[config.mk]
export PLATFORM = sky130hd
export DESIGN_NAME = fcms_ctrl
export DESIGN_NICKNAME = d
export VERILOG_FILES = /design/src/shared/fcms_pkg.sv /design/src/core/fcms_ctrl.sv /design/src/core/fcms_sync.sv
export SDC_FILE = /design/constraint.sdc
export NUM_CORES = 1
export LEC_CHECK = 0
export BUFFER_PORTS_ARGS = -buffer_cell sky130_fd_sc_hd__buf_2
export CAP_MARGIN = 15
export CELL_PAD_IN_SITES_DETAIL_PLACEMENT = 0
export CELL_PAD_IN_SITES_GLOBAL_PLACEMENT = 2
export CORE_MARGIN = 8
export CORE_UTILIZATION = 30
export DETAILED_ROUTE_END_ITERATION = 10
export HOLD_SLACK_MARGIN = 0.03
export MAX_ROUTING_LAYER = met4
export PLACE_DENSITY_LB_ADDON = 0.1
export SLEW_MARGIN = 20
export SYNTH_ARGS = -nofsm -noshare
export SYNTH_HDL_FRONTEND = slang
export SYNTH_HIERARCHICAL = 1
export SYNTH_SLANG_ARGS = --single-unit
[constraint.sdc]
create_clock -name clk_i -period 6.5 [get_ports clk_i]
set_input_delay 0.975 -clock clk_i [delete_from_list [all_inputs] [get_ports clk_i]]
set_output_delay 0.975 -clock clk_i [all_outputs]
set_load 0.05 [all_outputs]
[src/shared/fcms_pkg.sv]
// Constants and types for the flash command and mode sequencer controller
package fcms_pkg;

    // ------------------------------------------------------------------
    // Timing
    // ------------------------------------------------------------------
    localparam int CLK_NS    = 50;
    localparam int T_ACC_NS  = 80;    // Access time from select
    localparam int T_SET_NS  = 50;    // Address and data setup before strobe
    localparam int T_WE_NS   = 50;    // Write strobe low time
    localparam int T_REC_NS  = 50;    // Recovery between bus cycles
    localparam int T_RP_NS   = 150;   // Reset low pulse width
    localparam int T_RWH_NS  = 1000;  // Reset high to first access
    localparam int SYNC_DEPTH = 3;

    localparam logic [7:0] CYC_ACC = 8'((T_ACC_NS + CLK_NS - 1) / CLK_NS + SYNC_DEPTH);
    localparam logic [7:0] CYC_SET = 8'((T_SET_NS + CLK_NS - 1) / CLK_NS);
    localparam logic [7:0] CYC_WE  = 8'((T_WE_NS + CLK_NS - 1) / CLK_NS);
    localparam logic [7:0] CYC_REC = 8'((T_REC_NS + CLK_NS - 1) / CLK_NS);
    localparam logic [7:0] CYC_RP  = 8'((T_RP_NS + CLK_NS - 1) / CLK_NS);
    localparam logic [7:0] CYC_RWH = 8'((T_RWH_NS + CLK_NS - 1) / CLK_NS);

    // ------------------------------------------------------------------
    // Flash command bytes
    // ------------------------------------------------------------------
    localparam logic [7:0]  CMD_ARRAY   = 8'hff;
    localparam logic [7:0]  CMD_IDENT   = 8'h90;
    localparam logic [7:0]  CMD_STATUS  = 8'h70;
    localparam logic [7:0]  CMD_CLEAR   = 8'h50;
    localparam logic [7:0]  CMD_ERASE   = 8'h20;
    localparam logic [7:0]  CMD_CONFIRM = 8'hd0;
    localparam logic [7:0]  CMD_PROG    = 8'h40;
    localparam logic [7:0]  CMD_SUSPEND = 8'hb0;
    localparam logic [15:0] NULL_WORD   = 16'hffff;

    // Flash status bit positions
    localparam int SR_READY  = 7;
    localparam int SR_SUSP   = 6;
    localparam int SR_ERASE  = 5;
    localparam int SR_WRITE  = 4;
    localparam int SR_SUPPLY = 3;

    // ------------------------------------------------------------------
    // Controller registers (byte addresses)
    // ------------------------------------------------------------------
    localparam logic [7:0] REG_CMD   = 8'h00;
    localparam logic [7:0] REG_ADDR  = 8'h04;
    localparam logic [7:0] REG_WDATA = 8'h08;
    localparam logic [7:0] REG_CFG   = 8'h0c;
    localparam logic [7:0] REG_STAT  = 8'h10;
    localparam logic [7:0] REG_RDATA = 8'h14;

    localparam int CFG_WORD   = 0;
    localparam int CFG_UNLOCK = 1;
    localparam int CFG_BOOST  = 2;
    localparam int CFG_PDN    = 3;
    localparam logic [3:0]  CFG_RST   = 4'h0;
    localparam logic [18:0] ADDR_RST  = 19'h00000;
    localparam logic [15:0] WDATA_RST = 16'h0000;
    localparam logic [7:0]  FSTAT_RST = 8'h00;

    // ------------------------------------------------------------------
    // Types
    // ------------------------------------------------------------------
    typedef enum logic [3:0] {
        OP_ARRAY, OP_IDENT, OP_STATUS, OP_CLEAR, OP_PROGRAM,
        OP_ERASE, OP_SUSPEND, OP_RESUME, OP_CANCEL, OP_RESET
    } fcms_op_t;

    typedef enum logic [2:0] {
        K_END, K_CMD, K_DATA, K_NULL, K_READ, K_POLL, K_RST
    } fcms_kind_t;

    typedef enum logic [1:0] {M_ARRAY, M_IDENT, M_STATUS} fcms_mode_t;

    typedef enum logic [3:0] {
        B_IDLE, B_NEXT, B_WSET, B_WLOW, B_WREC, B_RLOW, B_RREC, B_RSTLOW, B_RSTWAIT
    } fcms_bus_t;

    typedef struct packed {
        fcms_kind_t kind;
        logic [7:0] cmd;
        logic       arm;   // Raise program supply from this cycle on
    } fcms_step_t;

endpackage

[src/core/fcms_ctrl.sv]
// Host-side controller that sequences commands into a parallel boot-block flash
//
// Behaviour
// - Write FFh to leave any other mode; array reads then need no command.
// - Program is setup 40h or 10h, then one cycle with address and data.
// - Host holds program supply from data or confirm until ready bit reads 1.
// - After setup alone, a null write FFh or FFFFh cancels the program.
// - First cycle address is don't-care but host keeps address lines stable.
// - Erase is 20h at any address, then D0h at an address inside the block.
// - Code 00h and unlisted codes are invalid and never issued.
`timescale 1ns/1ps
`default_nettype none

module fcms_ctrl
    import fcms_pkg::*;
(
    input  wire logic        clk_i,
    input  wire logic        nrst_i,
    input  wire logic [7:0]  reg_addr_i,
    input  wire logic [31:0] reg_wdata_i,
    input  wire logic        reg_we_i,
    input  wire logic        reg_re_i,
    output logic      [31:0] reg_rdata_o,
    output logic      [17:0] fl_addr_o,
    input  wire logic [15:0] fl_dq_i,
    output logic      [15:0] fl_dq_o,
    output logic      [15:0] fl_dq_oe_n_o,
    output logic             chip_select_n_o,
    output logic             write_strobe_n_o,
    output logic             output_enable_n_o,
    output logic             deep_reset_n_o,
    output logic             width_select_o,
    output logic             boot_unlock_o,
    output logic             boost_en_o,
    output logic             program_supply_en_o
);

    typedef struct packed {
        fcms_bus_t  st;
        fcms_op_t   op;
        fcms_kind_t kind;
        logic [1:0]  idx;
        logic [7:0]  cnt;
        logic        again;
        fcms_mode_t  mode;
        logic [3:0]  cfg;
        logic [18:0] addr;
        logic [15:0] wdata;
        logic [15:0] rdata;
        logic [7:0]  fstat;
        logic        busy;
        logic        refused;
        logic        vpp;
        logic [17:0] a;
        logic [15:0] dq;
        logic [15:0] dq_oe_n;
        logic        cs_n;
        logic        we_n;
        logic        oe_n;
        logic        rst_n;
        logic [31:0] rd;
    } fcms_state_t;

    fcms_state_t s_q;
    fcms_state_t s_d;
    logic [15:0] dq_sync;
    logic        dq_stable;
    fcms_step_t  stp;

    // ------------------------------------------------------------------
    // Data pin synchroniser
    // ------------------------------------------------------------------
    fcms_sync #(.W(16)) u_sync (
        .clk_i    (clk_i),
        .nrst_i   (nrst_i),
        .d_i      (fl_dq_i),
        .q_o      (dq_sync),
        .stable_o (dq_stable)
    );

    // ------------------------------------------------------------------
    // Command sequences per operation
    // ------------------------------------------------------------------
    function automatic fcms_step_t step(input fcms_op_t op, input logic [1:0] i);
        fcms_step_t r;
        r = '{kind: K_END, cmd: 8'h00, arm: 1'b0};
        case (op)
            OP_ARRAY:   r = (i == 2'd0) ? '{K_CMD, CMD_ARRAY, 1'b0} : (i == 2'd1) ? '{K_READ, 8'h00, 1'b0} : r;
            OP_IDENT:   r = (i == 2'd0) ? '{K_CMD, CMD_IDENT, 1'b0} : (i == 2'd1) ? '{K_READ, 8'h00, 1'b0} : r;
            OP_STATUS:  r = (i == 2'd0) ? '{K_CMD, CMD_STATUS, 1'b0} : (i == 2'd1) ? '{K_READ, 8'h00, 1'b0} : r;
            OP_CLEAR:   r = (i == 2'd0) ? '{K_CMD, CMD_CLEAR, 1'b0} : r;
            OP_PROGRAM: r = (i == 2'd0) ? '{K_CMD, CMD_PROG, 1'b0} : (i == 2'd1) ? '{K_DATA, 8'h00, 1'b1} :
                            (i == 2'd2) ? '{K_POLL, 8'h00, 1'b0} : r;
            // setup, confirm in block, wait ready
            OP_ERASE:   r = (i == 2'd0) ? '{K_CMD, CMD_ERASE, 1'b0} : (i == 2'd1) ? '{K_CMD, CMD_CONFIRM, 1'b1} :
                            (i == 2'd2) ? '{K_POLL, 8'h00, 1'b0} : r;
            OP_SUSPEND: r = (i == 2'd0) ? '{K_CMD, CMD_SUSPEND, 1'b0} : (i == 2'd1) ? '{K_POLL, 8'h00, 1'b0} : r;
            // resume and wait for the erase to finish
            OP_RESUME:  r = (i == 2'd0) ? '{K_CMD, CMD_CONFIRM, 1'b1} : (i == 2'd1) ? '{K_POLL, 8'h00, 1'b0} : r;
            OP_CANCEL:  r = (i == 2'd0) ? '{K_CMD, CMD_PROG, 1'b0} : (i == 2'd1) ? '{K_NULL, 8'h00, 1'b0} : r;
            OP_RESET:   r = (i == 2'd0) ? '{K_RST, 8'h00, 1'b0} : r;
            default:    r = '{K_END, 8'h00, 1'b0};
        endcase
        return r;
    endfunction

    assign stp = step(s_q.op, s_q.idx);

    // ------------------------------------------------------------------
    // Next state
    // ------------------------------------------------------------------
    always_comb begin
        s_d = s_q;
        // Register writes; address and data freeze while busy
        if (reg_we_i) begin
            case (reg_addr_i)
                REG_CMD: begin
                    // unknown orders refused, so only listed codes reach the pins
                    if (s_q.busy || s_q.cfg[CFG_PDN] || reg_wdata_i[3:0] > 4'(OP_RESET)) begin
                        s_d.refused = 1'b1;
                    // no program or erase while supply error stands
                    end else if (s_q.fstat[SR_SUPPLY] &&
                                 (reg_wdata_i[3:0] == 4'(OP_PROGRAM) || reg_wdata_i[3:0] == 4'(OP_ERASE))) begin
                        s_d.refused = 1'b1;
                    end else begin
                        s_d.refused = 1'b0;
                        s_d.busy    = 1'b1;
                        s_d.op      = fcms_op_t'(reg_wdata_i[3:0]);
                        s_d.idx     = 2'd0;
                        s_d.st      = B_NEXT;
                    end
                end
                REG_ADDR:  s_d.addr  = s_q.busy ? s_q.addr : reg_wdata_i[18:0];
                REG_WDATA: s_d.wdata = s_q.busy ? s_q.wdata : reg_wdata_i[15:0];
                REG_CFG:   s_d.cfg   = reg_wdata_i[3:0];
                default:   s_d.cfg   = s_q.cfg;
            endcase
        end
        // Read data stands in the cycle after the strobe only
        s_d.rd = 32'h0000_0000;
        if (reg_re_i) begin
            case (reg_addr_i)
                REG_ADDR:  s_d.rd = {13'h0000, s_q.addr};
                REG_WDATA: s_d.rd = {16'h0000, s_q.wdata};
                REG_CFG:   s_d.rd = {28'h0000000, s_q.cfg};
                REG_STAT:  s_d.rd = {16'h0000, s_q.fstat, 4'h0, s_q.mode, s_q.refused, s_q.busy};
                REG_RDATA: s_d.rd = {16'h0000, s_q.rdata};
                default:   s_d.rd = 32'h0000_0000;
            endcase
        end
        // Address lines follow the address register in every cycle
        // stable address also in the first cycle
        s_d.a = s_q.cfg[CFG_WORD] ? s_q.addr[17:0] : s_q.addr[18:1];
        // Wait counter runs down to zero and rests there
        s_d.cnt = (s_q.cnt != 8'd0) ? s_q.cnt - 8'd1 : 8'd0;

        case (s_q.st)
            B_IDLE: begin
                // chip select high in idle gives standby
                s_d.cs_n  = 1'b1;
                s_d.rst_n = ~s_q.cfg[CFG_PDN];
                if (s_q.cfg[CFG_PDN]) begin
                    s_d.mode  = M_ARRAY;
                    s_d.fstat = FSTAT_RST;
                end
            end
            B_NEXT: begin
                s_d.kind = stp.kind;
                s_d.vpp  = s_q.vpp | stp.arm;
                s_d.cnt  = CYC_SET;
                case (stp.kind)
                    K_END: begin
                        s_d.busy = 1'b0;
                        s_d.st   = B_IDLE;
                    end
                    K_CMD, K_DATA, K_NULL: begin
                        // no array command when already in array read
                        if (stp.kind == K_CMD && stp.cmd == CMD_ARRAY && s_q.mode == M_ARRAY) begin
                            s_d.idx = s_q.idx + 2'd1;
                        end else begin
                            // byte mode: low lanes carry data
                            s_d.dq = (stp.kind == K_DATA) ? s_q.wdata :
                                     (stp.kind == K_NULL) ? NULL_WORD : {8'h00, stp.cmd};
                            s_d.dq_oe_n = s_q.cfg[CFG_WORD] ? 16'h0000 : 16'h7f00;
                            if (!s_q.cfg[CFG_WORD]) begin
                                s_d.dq[15] = s_q.addr[0];
                            end
                            s_d.cs_n = 1'b0;
                            s_d.st   = B_WSET;
                        end
                    end
                    K_READ, K_POLL: begin
                        // in byte mode the top data line still drives the lowest address bit
                        s_d.dq      = {s_q.addr[0], 15'h0000};
                        s_d.dq_oe_n = s_q.cfg[CFG_WORD] ? 16'hffff : 16'h7fff;
                        s_d.cs_n    = 1'b0;
                        s_d.oe_n    = 1'b0;
                        s_d.cnt     = CYC_ACC;
                        s_d.st      = B_RLOW;
                    end
                    K_RST: begin
                        // abort drops supply and pulses reset
                        s_d.rst_n = 1'b0;
                        s_d.vpp   = 1'b0;
                        s_d.cnt   = CYC_RP;
                        s_d.st    = B_RSTLOW;
                    end
                    default: s_d.st = B_IDLE;
                endcase
            end
            B_WSET: begin
                if (s_q.cnt == 8'd0) begin
                    s_d.we_n = 1'b0;
                    s_d.cnt  = CYC_WE;
                    s_d.st   = B_WLOW;
                end
            end
            B_WLOW: begin
                if (s_q.cnt == 8'd0) begin
                    s_d.we_n = 1'b1;
                    s_d.cnt  = CYC_REC;
                    s_d.st   = B_WREC;
                    // Track the flash mode from what was written
                    if (s_q.kind == K_NULL || s_q.dq[7:0] == CMD_ARRAY && s_q.kind == K_CMD) begin
                        s_d.mode = M_ARRAY;
                    end else if (s_q.kind == K_CMD && s_q.dq[7:0] == CMD_IDENT) begin
                        s_d.mode = M_IDENT;
                    end else if (!(s_q.kind == K_CMD && s_q.dq[7:0] == CMD_CLEAR)) begin
                        s_d.mode = M_STATUS;
                    end
                end
            end
            B_WREC, B_RREC: begin
                s_d.dq_oe_n = 16'hffff;
                s_d.cs_n    = 1'b1;
                s_d.oe_n    = 1'b1;
                if (s_q.cnt == 8'd0) begin
                    s_d.idx = s_q.again ? s_q.idx : s_q.idx + 2'd1;
                    s_d.again = 1'b0;
                    s_d.st  = B_NEXT;
                end
            end
            B_RLOW: begin
                if (s_q.cnt == 8'd0 && dq_stable) begin
                    s_d.rdata = s_q.cfg[CFG_WORD] ? dq_sync : {8'h00, dq_sync[7:0]};
                    if (s_q.mode == M_STATUS) begin
                        s_d.fstat = dq_sync[7:0];
                    end
                    // supply stays on until the ready bit reads one
                    if (s_q.kind == K_POLL && !dq_sync[SR_READY]) begin
                        s_d.again = 1'b1;
                    end else if (s_q.kind == K_POLL) begin
                        s_d.vpp = 1'b0;
                    end
                    // Toggling output enable refreshes latched status
                    s_d.oe_n = 1'b1;
                    s_d.cnt  = CYC_REC;
                    s_d.st   = B_RREC;
                end
            end
            B_RSTLOW: begin
                if (s_q.cnt == 8'd0) begin
                    s_d.rst_n = 1'b1;
                    s_d.cnt   = CYC_RWH;
                    s_d.st    = B_RSTWAIT;
                end
            end
            B_RSTWAIT: begin
                // flash back in array read with clear status
                s_d.mode  = M_ARRAY;
                s_d.fstat = FSTAT_RST;
                if (s_q.cnt == 8'd0) begin
                    s_d.idx = s_q.idx + 2'd1;
                    s_d.st  = B_NEXT;
                end
            end
            default: s_d.st = B_IDLE;
        endcase
    end

    // ------------------------------------------------------------------
    // State register
    // ------------------------------------------------------------------
    always_ff @(posedge clk_i or negedge nrst_i) begin
        if (!nrst_i) begin
            s_q         <= '0;
            s_q.st      <= B_IDLE;
            s_q.mode    <= M_ARRAY;
            s_q.cfg     <= CFG_RST;
            s_q.addr    <= ADDR_RST;
            s_q.wdata   <= WDATA_RST;
            s_q.fstat   <= FSTAT_RST;
            s_q.dq_oe_n <= 16'hffff;
            s_q.cs_n    <= 1'b1;
            s_q.we_n    <= 1'b1;
            s_q.oe_n    <= 1'b1;
            s_q.rst_n   <= 1'b0;
        end else begin
            s_q <= s_d;
        end
    end

    // Outputs straight from the state register
    assign reg_rdata_o         = s_q.rd;
    assign fl_addr_o           = s_q.a;
    assign fl_dq_o             = s_q.dq;
    assign fl_dq_oe_n_o        = s_q.dq_oe_n;
    assign chip_select_n_o     = s_q.cs_n;
    assign write_strobe_n_o    = s_q.we_n;
    assign output_enable_n_o   = s_q.oe_n;
    assign deep_reset_n_o      = s_q.rst_n;
    assign width_select_o      = s_q.cfg[CFG_WORD];
    // boot block unlock aids held from config
    assign boot_unlock_o       = s_q.cfg[CFG_UNLOCK];
    assign boost_en_o          = s_q.cfg[CFG_BOOST];
    assign program_supply_en_o = s_q.vpp;

endmodule

`default_nettype wire

[src/core/fcms_sync.sv]
// Three-stage input synchroniser with an agreement flag
`timescale 1ns/1ps
`default_nettype none

module fcms_sync #(
    parameter int W = 16
) (
    input  wire logic         clk_i,
    input  wire logic         nrst_i,
    input  wire logic [W-1:0] d_i,
    output logic      [W-1:0] q_o,
    output logic              stable_o
);

    typedef struct packed {
        logic [W-1:0] s1;
        logic [W-1:0] s2;
        logic [W-1:0] s3;
    } fcms_sync_t;

    fcms_sync_t s_q;
    fcms_sync_t s_d;

    // Shift chain; first stage feeds only the second
    always_comb begin
        s_d    = s_q;
        s_d.s1 = d_i;
        s_d.s2 = s_q.s1;
        s_d.s3 = s_q.s2;
    end

    always_ff @(posedge clk_i or negedge nrst_i) begin
        if (!nrst_i) begin
            s_q <= '0;
        end else begin
            s_q <= s_d;
        end
    end

    // A value counts once the second and third stages agree
    assign q_o      = s_q.s3;
    assign stable_o = (s_q.s2 == s_q.s3);

endmodule

`default_nettype wire

# Word-level counts from Yosys, hierarchy flattened
# Index checks and enable logic that the tools add are counted.
# W data, S select, Z words.
# totals
regBits	224
latchBits	0
ram_bits	0
romBits	0
inputBits	60
out_inout_bits	90
mem_count	0
# classes
addsub	2
n_mul	0
n_div	0
n_lt_le_gt_ge	1
n_eq_ne	58
n_shift	0
mux	91
bitwise	5
n_reduce_logical	53
# ops
operator	count
$mux W12	13
$pmux W12 S10	1
$pmux W19 S5	1
$mux W8	10
$pmux W33 S2	1
$mux W16	4
$eq A4 B3 Y1 const B	10
$mux W33	1
$mux W2	16
$pmux W16 S2	1
$pmux W8 S4	1
$pmux W4 S7	1
$eq A8 B8 Y1 const B	3
$mux W4	6
$pmux W8 S3	1
$reduce_and A3 Y1	8
$mux W11	2
$ne A2 B2 Y1 const B	11
$reduce_and A4 Y1	5
$mux W19	1
$mux W18	1
$mux W1	17
$eq A16 B16 Y1	1
$eq A4 B2 Y1 const B	4
41 further kinds	90

# Longest topological paths before layout
# Gate-level depths: netlist of run 1.
# logic_depth
depth_word	12
mapped_depth	10

# Modules after synthesis
# The synthesis of run 1 kept the hierarchy.
# modules_own_cells
module	instances	cells_per_inst	area_per_inst_um2	seq_area_each_um2
fcms_ctrl	1	731	7647.3	3761.1
fcms_sync	1	69	1378.8	1201.2

# Worst setup path before layout of run 1
# Ideal clock, no wire load.
# synth_timing
kind	input -> register
from	input port reg_addr_i[1]
to	register s_q[118] in the netlist's numbering
arrival_ps	2712
slack_ps	3663
cell_stages	8
n_path_buf	3
path_cell_list	or4_1 -> nor2_1 -> and3_1 -> buf_2 -> and3b_1 -> buf_4 -> buf_6 -> mux2_2
# synth_between
elab_chain_len	2
# synth_rtl
element	line	text
start: declaration	fcms_ctrl.sv:19	input wire logic [7:0] reg_addr_i,
$eq A8 B4 Y1	fcms_ctrl.sv:116	case (reg_addr_i)
$reduce_and A3 Y1 (no line)	n/a	
end: declaration	fcms_ctrl.sv:64	fcms_state_t s_q;
# Every way passes these cells.
# A chain may end at the register's enable or synchronous reset.

# Worst setup path in the final report of run 1
# layout_timing
from	input port reg_addr_i[1]
to	register s_q[143] in the netlist's numbering
# layout_between
elab_chain_len	2
# layout_rtl
element	line
$eq A8 B3 Y1	fcms_ctrl.sv:116
$reduce_and A3 Y1 (no line)	n/a
# Every way passes these cells.

==> flow_metrics.env, run 1 <==
export IMPL_worst_supply_voltage_drop_on_vdd_v=0.0001573
export IMPL_routabilityCongestion=0.7657
export IMPL_first_pass_iters=5
export IMPL_clock_skew_ps=18.52
export IMPL_clkTransAtPathRegs_ps=90
export IMPL_finalSetupViolCount=0
export IMPL_hold_depth=0
export IMPL_totalNegativeSetupSlack_ps=0
export IMPL_diodes=0
export IMPL_grt_max_degree=106
export IMPL_io_buffers=123
export IMPL_die_area_sq_um=35890
export IMPL_slew_headroom=0.3772
export IMPL_async_reset_ff_frac=1.000
export IMPL_chipHeight_microns=189.5
export IMPL_grt_antenna_before_repair=0
export IMPL_detail_route_wl_per_cell_microns=19.98
export IMPL_place_area_sq_um=9405
export IMPL_timing_critical_path_arrival_ps=4120
export IMPL_final_setup_worst_slack_ps=2703
export IMPL_drc_errors=0
export IMPL_dp_cells=1209
export IMPL_design_area_sq_um=10060
export IMPL_clk_insertion_delay_late_ps=440
export IMPL_fmax_ghz=0.2633
export IMPL_layout_cells_non_filler=1242
export IMPL_ctsResizeCount=0
export IMPL_first_pass_grt_wire_length_mm=39.32
export IMPL_design_core_area_sq_um=29640
export IMPL_start_kind="input pin"
export IMPL_grt_ovfl_total=0
export IMPL_finalNetCount=906
export IMPL_drt_antenna_violating_nets=0
export IMPL_std_cell_rows=63
export IMPL_leakage_nw=4.788
export IMPL_chipWidth_microns=189.5
export IMPL_postCtsSetupBuffers=0
export IMPL_layout_drive_gt1_share=0.2864
export IMPL_cell_area_after_synthesis_sq_um=9026
export IMPL_most_common_cell_after_layout_fill_and_taps_aside="dfrtp_1"
export IMPL_first_global_vias=6333
export IMPL_final_cell_mix="dfrtp_1 (192), buf_2 (122), nand2_1 (83)"
export IMPL_layout_stage_area_growth_over_the_synthesis_result_pct=11.46
export IMPL_power_density_nw_per_um2=289.0
export IMPL_placement_setup_worst_slack_ps=1957
export IMPL_routed_via_count=6028
export IMPL_floorplan_initialDensity=0.3045
export IMPL_average_cell_area_after_synthesis_sq_um=11.28
export IMPL_yosysWarnings=6
export IMPL_cts_buffers=17
export IMPL_ctsRootBufferMaster="clkbuf_16"
export IMPL_setup_worst_path_class="in2reg"
export IMPL_tritoncts="yes"
export IMPL_drt_wl_total_mm=24.82
export IMPL_tightest_hold_check_type="reg2reg"
export IMPL_synth_edf_count=0
export IMPL_clock_sinks=198
export IMPL_pin_count=150
export IMPL_gr_usage_all_layers=0.1444
export IMPL_final_worst_path_period_need_ps=3797
export IMPL_worst_path_max_fanout=20
export IMPL_mapped_cells=800
export IMPL_viasPerCell=4.853
export IMPL_synth_flop_cell="dfrtp_1"
export IMPL_grt_setup_unrepaired="no"
export IMPL_r2r_cells=5
export IMPL_synthDistinctLibCells=68
export IMPL_status="complete, no violations"
export IMPL_max_cap_viol_count=0
export IMPL_tightest_slew_ps=934.3
export IMPL_synth_sequential_area_ratio=0.5498
export IMPL_drt_iter0_markers=412
export IMPL_ctsHtreeMaxLevel=4
export IMPL_hold_buffers=0
export IMPL_finalCritPeriodShare=0.5842
export IMPL_report_final_hold_viol_count=0
export IMPL_synth_seq_cells=198
export IMPL_number_of_buffers_on_the_longest_clock_path=2
export IMPL_critical_path_required_ps=6820
export IMPL_dp_final_hpwl_mm=17.95
export IMPL_finalMaxSlewViolations=0
export IMPL_endpoint_kind="flip-flop"
## logic make-up (layout without fill, tap and decap cells)
logic type               after synthesis  count (layout)  synth area share
AND/OR/NAND/NOR                      237             237            0.1320
buffers and inverters                133             173           0.09592
adder cells (fa/ha/maj)                7               7          0.009703
other                                  1              13         0.0004155
multiplexers                          61              61           0.07569
XOR/XNOR                              25              25           0.02509
flip-flops                           198             198            0.5498
AO/OA/AOI/OAI                        138             138            0.1115
## cell usage after synthesis, types with 9 or more instances
cell type,count,area (sq um)
mux2_2,57,641.9
a222oi_1,16,160.2
xnor2_1,19,166.4
dfrtp_1,192,4805
nor2_1,57,214.0
nand3_1,18,90.09
nand3b_1,9,67.56
nand2_1,83,311.6
clkbuf_1,19,71.32
buf_4,85,638.1
a21oi_1,40,200.2
o21ai_0,22,110.1
inv_1,13,48.80
## final cells by class
type	instances	area (sq um)
clock buffers	17	425.4
clock inverters	15	219.0
fillers	3047	19580
inverters	13	48.80
multi-input cells	481	3252
flip-flops and latches	198	4962
well taps	390	488.0
repair buffers	128	665.6
## worst max-delay path, stage by stage
cell      delay [ps]
buf_2             90
or4_1            560
nor3_2           350
and3b_1          830
nand3b_1         630
buf_6            360
mux2_1           320
## stage by stage
| stage | power (mW) | utilization | hold slack, ps |
|---|---|---|---|
| after global routing | 3.058 | 0.3395 | 366.2 |
| after floorplan | 1.696 | - | 331.2 |
| after global placement | 1.790 | 0.3173 | 335.0 |
| final | 2.908 | 0.3395 | 354.6 |
| after detailed placement | 1.797 | 0.3173 | 336.5 |
| after CTS | 2.959 | 0.3391 | 359.9 |
## registers in the layout (all words and copies together) (netlist names), 3 cells and up
register      cells
u_sync/s_d       32
s_q              86
u_sync/q_o       16
fl_dq_oe_n_o      3
fl_addr_o        18
fl_dq_o          16
reg_rdata_o      19
## worst paths after layout
| path | startpoint | slack [ps] | end |
|---|---|---|---|
| setup / recovery | reg_addr_i[1] | 2700 | s_q[143] |
| hold / removal | u_sync/s_d[28] | 350 | u_sync/s_d[12] |
| max in group asynchronous | nrst_i | 4420 | boot_unlock_o |
| setup reg to reg | s_q[172] | 3360 | fl_dq_o[12] |
| min in group asynchronous | nrst_i | 570 | fl_dq_o[0] |
| hold reg to reg | u_sync/s_d[28] | 350 | u_sync/s_d[12] |
## where the power goes
part | switching (mW) | total (mW) | internal [mW]
sequential | 0.0770 | 1.39 | 1.31
combinational | 0.259 | 0.379 | 0.119
clock | 0.594 | 1.14 | 0.548
## layer usage
| layer | global-route usage | part of all wire |
|---|---|---|
| met5 | - | 0 |
| met4 | 0.02946 | 0.0076 |
| met3 | 0.02704 | 0.048 |
| met2 | 0.2170 | 0.46 |
| met1 | 0.2009 | 0.48 |
Power figures use the tool's default switching activity.
==> inputs of run 2 (changes only) <==
Clock period 6.5 ns to 3.3 ns, I/O delays scaled along.
==> run 2 against run 1 <==
Cell area up 1.6%. Final cell count up 1.6%. Non-clock buffer count up 20. Sequential power up 96%. Critical path type is now reg2reg. Largest power group unchanged.
==> flow_metrics.env, run 2 (synthesis results as in run 1) <==
export IMPL_status="complete, no violations"
export IMPL_crit_family="simple AND/OR/NAND/NOR gates"
export IMPL_finalNetCount=926
export IMPL_slew_headroom=0.4569
export IMPL_chipHeight_microns=189.5
export IMPL_grt_setup_unrepaired="no"
export IMPL_grt_max_degree=77
export IMPL_regArea_sq_um=4962
export IMPL_std_cell_rows=63
export IMPL_ctsRootBufferMaster="clkbuf_16"
export IMPL_first_pass_iters=6
export IMPL_max_cap_viol_count=0
export IMPL_tritoncts="yes"
export IMPL_cts_buffers=17
export IMPL_first_pass_grt_wire_length_mm=39.52
export IMPL_path_common_cell="or4b_1"
export IMPL_critPathLaunch="s_q[171]"
export IMPL_multiInputGateArea_sq_um=3249
export IMPL_setup_worst_path_class="reg2reg"
export IMPL_drt_iter0_markers=385
export IMPL_report_final_hold_viol_count=0
export IMPL_drt_antenna_violating_nets=0
export IMPL_timing_critical_path_arrival_ps=3120
export IMPL_drc_errors=0
export IMPL_clk_insertion_delay_late_ps=440
export IMPL_endpoint_kind="flip-flop"
export IMPL_die_area_sq_um=35890
export IMPL_r2r_slack_ps=550
export IMPL_pin_count=150
export IMPL_totalNegativeSetupSlack_ps=0
export IMPL_tightest_hold_check_type="in2async"
export IMPL_viasPerCell=4.835
export IMPL_routed_via_count=6102
export IMPL_n_fill_cell=3063
export IMPL_final_worst_path_period_need_ps=2753
export IMPL_gr_usage_all_layers=0.1447
export IMPL_clock_sinks=198
export IMPL_design_core_area_sq_um=29640
export IMPL_cpMaxStageDelayCell="dfrtp_1"
export IMPL_worst_path_max_fanout=15
export IMPL_detail_route_wl_per_cell_microns=19.67
export IMPL_ctsHtreeMaxLevel=4
export IMPL_critical_path_required_ps=3670
export IMPL_layout_stage_area_growth_over_the_synthesis_result_pct=13.27
export IMPL_largest_register_ff_count=86
export IMPL_first_global_vias=6364
export IMPL_grt_antenna_before_repair=0
export IMPL_finalMaxSlewViolations=0
export IMPL_dp_final_hpwl_mm=18.47
export IMPL_routabilityCongestion=0.7790
export IMPL_most_common_cell_after_layout_fill_and_taps_aside="dfrtp_1"
export IMPL_r2r_cells=7
export IMPL_clock_skew_ps=16.69
export IMPL_layout_drive_gt1_share=0.3016
export IMPL_postCtsSetupBuffers=0
export IMPL_path_cells="or4b_1, a21boi_1, a211o_2, nor2b_1, or4b_1, buf_4, o2bb2ai_2"
export IMPL_timing_critical_path_depth=7
export IMPL_cpPeakStageDelay_ps=700
export IMPL_critical_path_reg2reg_startpoint="s_q[171]"
export IMPL_critical_path_buf_inv_count=1
export IMPL_final_setup_worst_slack_ps=547.2
export IMPL_floorplan_initialDensity=0.3045
export IMPL_diodes=0
export IMPL_worst_supply_voltage_drop_on_vdd_v=0.0003061
export IMPL_leakage_nw=4.897
export IMPL_crit_reg2reg_capture="fl_dq_o[13]"
export IMPL_chipWidth_microns=189.5
export IMPL_io_buffers=123
export IMPL_finalCritPeriodShare=0.8342
export IMPL_power_density_nw_per_um2=564.7
export IMPL_final_cell_mix="dfrtp_1 (192), buf_2 (122), nand2_1 (83)"
export IMPL_crit_path_end="fl_dq_o[13]"
export IMPL_hold_buffers=0
export IMPL_top_register="s_q"
export IMPL_fmax_ghz=0.3633
export IMPL_drt_wl_total_mm=24.82
export IMPL_ctsResizeCount=0
export IMPL_number_of_buffers_on_the_longest_clock_path=2
export IMPL_tightest_slew_ps=807.1
export IMPL_clkTransAtPathRegs_ps=90
export IMPL_finalSetupViolCount=0
export IMPL_grt_ovfl_total=0
export IMPL_start_kind="flip-flop"
export IMPL_placement_setup_worst_slack_ps=529.7
[run 2: changes by cell type in the layout (fill, tap and decap cells not counted)]
| cell | previous run | this run |
|---|---|---|
| inv_8 | 2 | 5 |
| inv_6 | 2 | 0 |
| buf_6 | 1 | 0 |
| bufinv_16 | 0 | 1 |
| inv_12 | 7 | 5 |
| buf_12 | 0 | 1 |
| nor2_1 | 56 | 57 |
| nor2_2 | 1 | 0 |
| clkinv_8 | 4 | 3 |
| buf_4 | 4 | 24 |
| clkinv_4 | 0 | 1 |
[run 2: worst reg2reg max path: stages, from the launching register on]
cell and delay, ps:
dfrtp_1 700, or4b_1 480, a21boi_1 140, a211o_2 300, nor2b_1 140, or4b_1 560, buf_4 210, o2bb2ai_2 150
[run 2: power by group]
part           internal, mW  total (mW)  switching, mW
Sequential             2.58        2.72          0.138
Clock                  1.14        2.27           1.13
Combinational         0.247       0.783          0.536
[run 2: per-layer routing]
metal / up-vias / track usage / part of all wire
met2: 156 / 0.2181 / 0.46
li1: 2856 / - / -
met3: 10 / 0.02851 / 0.045
met4: 0 / 0.02886 / 0.0091
met5: - / - / 0
met1: 3080 / 0.2003 / 0.49
[run 2: cell type report]
cell class	count	share of cell area
tap	390	0.04773
timing repair buffer	148	0.08065
inverter	13	0.004773
clock buffer	17	0.04161
sequential	198	0.4854
multi-input combinational	481	0.3178
clock inverter	15	0.02203
[run 2: worst min path at each step]
stage | to | cells past startpoint
3_5_place_dp | u_sync/s_d[2] | 0
3_3_place_gp | u_sync/s_d[12] | 0
6_report | s_q[168] | 1
5_1_grt | u_sync/s_d[27] | 1
4_1_cts | s_q[168] | 1
2_1_floorplan | boost_en_o | 0
[run 2: through the flow]
step	instance area [sq um]	std cells	total power, mW	util	hold WS [ps]
floorplan	9071	812	3.340	-	199.4
global placement	9573	1230	3.542	0.3230	333.6
detailed placement	9573	1230	3.563	0.3230	334.7
CTS	10220	1262	5.875	0.3449	105.8
global route	10220	1262	6.063	0.3449	119.2
finish	10220	1262	5.774	0.3449	87.97
==> inputs of run 3 (changes only) <==
Clock period 3.3 ns to 2.83 ns, I/O delays scaled along.
==> run 3 against run 2 <==
Sequential power increased by 16%. Clock skew grew 5.7 ps. Final cell count is 0.95% higher. Critical path type unchanged. Critical endpoint is now fl_dq_o[12]. Largest cell class unchanged. Highest routed layer unchanged.
==> flow_metrics.env, run 3 (synthesis results as in run 1) <==
export IMPL_max_cap_viol_count=0
export IMPL_tritoncts="yes"
export IMPL_final_core_util=0.3488
export IMPL_drt_antenna_violating_nets=0
export IMPL_worst_path_max_fanout=12
export IMPL_die_area_sq_um=35890
export IMPL_tightest_slew_ps=638.1
export IMPL_setup_worst_path_class="reg2reg"
export IMPL_critical_path_reg2reg_startpoint="s_q[170]"
export IMPL_start_kind="flip-flop"
export IMPL_n_fill_cell=2990
export IMPL_crit_reg2reg_capture="fl_dq_o[12]"
export IMPL_routed_via_count=6139
export IMPL_design_core_area_sq_um=29640
export IMPL_cts_buffers=17
export IMPL_largest_register_ff_count=86
export IMPL_clock_skew_ps=22.40
export IMPL_worst_supply_voltage_drop_on_vdd_v=0.0003477
export IMPL_clock_sinks=198
export IMPL_grt_antenna_before_repair=0
export IMPL_grt_setup_unrepaired="no"
export IMPL_hold_depth=1
export IMPL_r2r_slack_ps=160
export IMPL_regArea_sq_um=4962
export IMPL_gr_usage_all_layers=0.1442
export IMPL_totalNegativeSetupSlack_ps=0
export IMPL_hold_path_startpoint="fl_dq_i[0]"
export IMPL_viasPerCell=4.819
export IMPL_finalSetupViolCount=0
export IMPL_leakage_nw=4.963
export IMPL_dp_cells=1241
export IMPL_fmax_ghz=0.3748
export IMPL_grt_max_degree=68
export IMPL_final_worst_path_period_need_ps=2668
export IMPL_layout_drive_gt1_share=0.3100
export IMPL_dp_final_hpwl_mm=18.48
export IMPL_std_cell_rows=63
export IMPL_drc_errors=0
export IMPL_power_density_nw_per_um2=650.9
export IMPL_report_final_hold_viol_count=0
export IMPL_drt_iter0_markers=460
export IMPL_routabilityCongestion=0.7838
export IMPL_finalNetCount=938
export IMPL_layout_cells_non_filler=1274
export IMPL_chipWidth_microns=189.5
export IMPL_finalMaxSlewViolations=0
export IMPL_top_register="s_q"
export IMPL_clk_insertion_delay_late_ps=440
export IMPL_r2r_cells=7
export IMPL_finalCritPeriodShare=0.9427
export IMPL_detail_route_wl_per_cell_microns=19.54
export IMPL_multiInputGateArea_sq_um=3249
export IMPL_most_common_cell_after_layout_fill_and_taps_aside="dfrtp_1"
export IMPL_tightest_hold_check_type="in2reg"
export IMPL_floorplan_initialDensity=0.3045
export IMPL_pin_count=150
export IMPL_layout_stage_area_growth_over_the_synthesis_result_pct=14.54
export IMPL_clkTransAtPathRegs_ps=90
export IMPL_first_pass_grt_wire_length_mm=39.31
export IMPL_ctsHtreeMaxLevel=4
export IMPL_grt_ovfl_total=0
export IMPL_io_buffers=123
export IMPL_number_of_buffers_on_the_longest_clock_path=2
export IMPL_diodes=0
export IMPL_endpoint_kind="flip-flop"
export IMPL_ctsRootBufferMaster="clkbuf_16"
export IMPL_drt_wl_total_mm=24.89
export IMPL_chipHeight_microns=189.5
export IMPL_first_global_vias=6464
export IMPL_timing_critical_path_arrival_ps=3030
export IMPL_first_pass_iters=5
export IMPL_final_cell_mix="dfrtp_1 (192), buf_2 (122), nand2_1 (83)"
export IMPL_hold_path_end="u_sync/s_d[16]"
export IMPL_critical_path_required_ps=3190
export IMPL_slew_headroom=0.5713
export IMPL_status="complete, no violations"
## run 3: cell count changes in the layout (fill, tap and decap cells not counted), sizes merged
| cell | before | now |
|---|---|---|
| dlygate4sd3 | 0 | 1 |
| bufinv | 1 | 0 |
| buf | 147 | 158 |
| clkinv | 4 | 5 |
## run 3: area by class of cell
| type | instances | area share |
|---|---|---|
| Sequential cell | 198 | 0.4800 |
| Timing Repair Buffer | 160 | 0.09113 |
| Inverter | 13 | 0.004720 |
| Multi-Input combinational cell | 481 | 0.3143 |
| Tap cell | 390 | 0.04720 |
| Clock buffer | 17 | 0.04115 |
| Clock inverter | 15 | 0.02154 |
## run 3: power by group
| part | switching, mW | internal (mW) |
|---|---|---|
| sequential | 0.151 | 3.01 |
| combinational | 0.633 | 0.296 |
| clock | 1.38 | 1.26 |
## run 3: repair_timing
item / 4_1_cts / 5_1_grt
buffers inserted: 0 / 0
gates resized for setup: 0 / 0
endpoints found under the hold margin: 22 / 0
hold buffers: 1 / 0
## run 3: critical path, stage by stage (launching register included)
cell and delay (ps):
dfrtp_1 540, or4b_1 570, a21boi_1 150, a211o_2 300
nor2b_1 120, or4b_1 550, buf_4 210, o2bb2ai_2 140
## run 3: metal layers
metal,GRT usage,vias up,routed length [microns]
met4,0.03879,0,316
met5,-,-,0
met2,0.2152,151,11390
li1,-,2882,-
met3,0.02649,15,1196
met1,0.1989,3091,11990
## run 3: how the worst max path moves through the flow
stage	start	end	slack, ps	depth (start not counted)
final	s_q[170]	fl_dq_o[12]	160	7
after global routing	s_q[170]	fl_dq_o[9]	30	7
after CTS	s_q[170]	fl_dq_o[12]	120	7
after detailed placement	s_q[170]	fl_dq_o[9]	140	7
after global placement	s_q[170]	fl_dq_o[12]	180	7
after floorplan	reg_addr_i[1]	s_q[118]	540	8
## run 3: stage by stage
step	total power, mW	worst slack (ps)	hold slack, ps	area (sq um)
floorplan	3.895	543.2	128.9	9071
global placement	4.139	184.3	334.1	9681
detailed placement	4.156	143.0	334.7	9681
CTS	6.845	119.7	60.78	10340
global route	7.062	25.06	54.78	10340
finish	6.729	162.2	85.89	10340
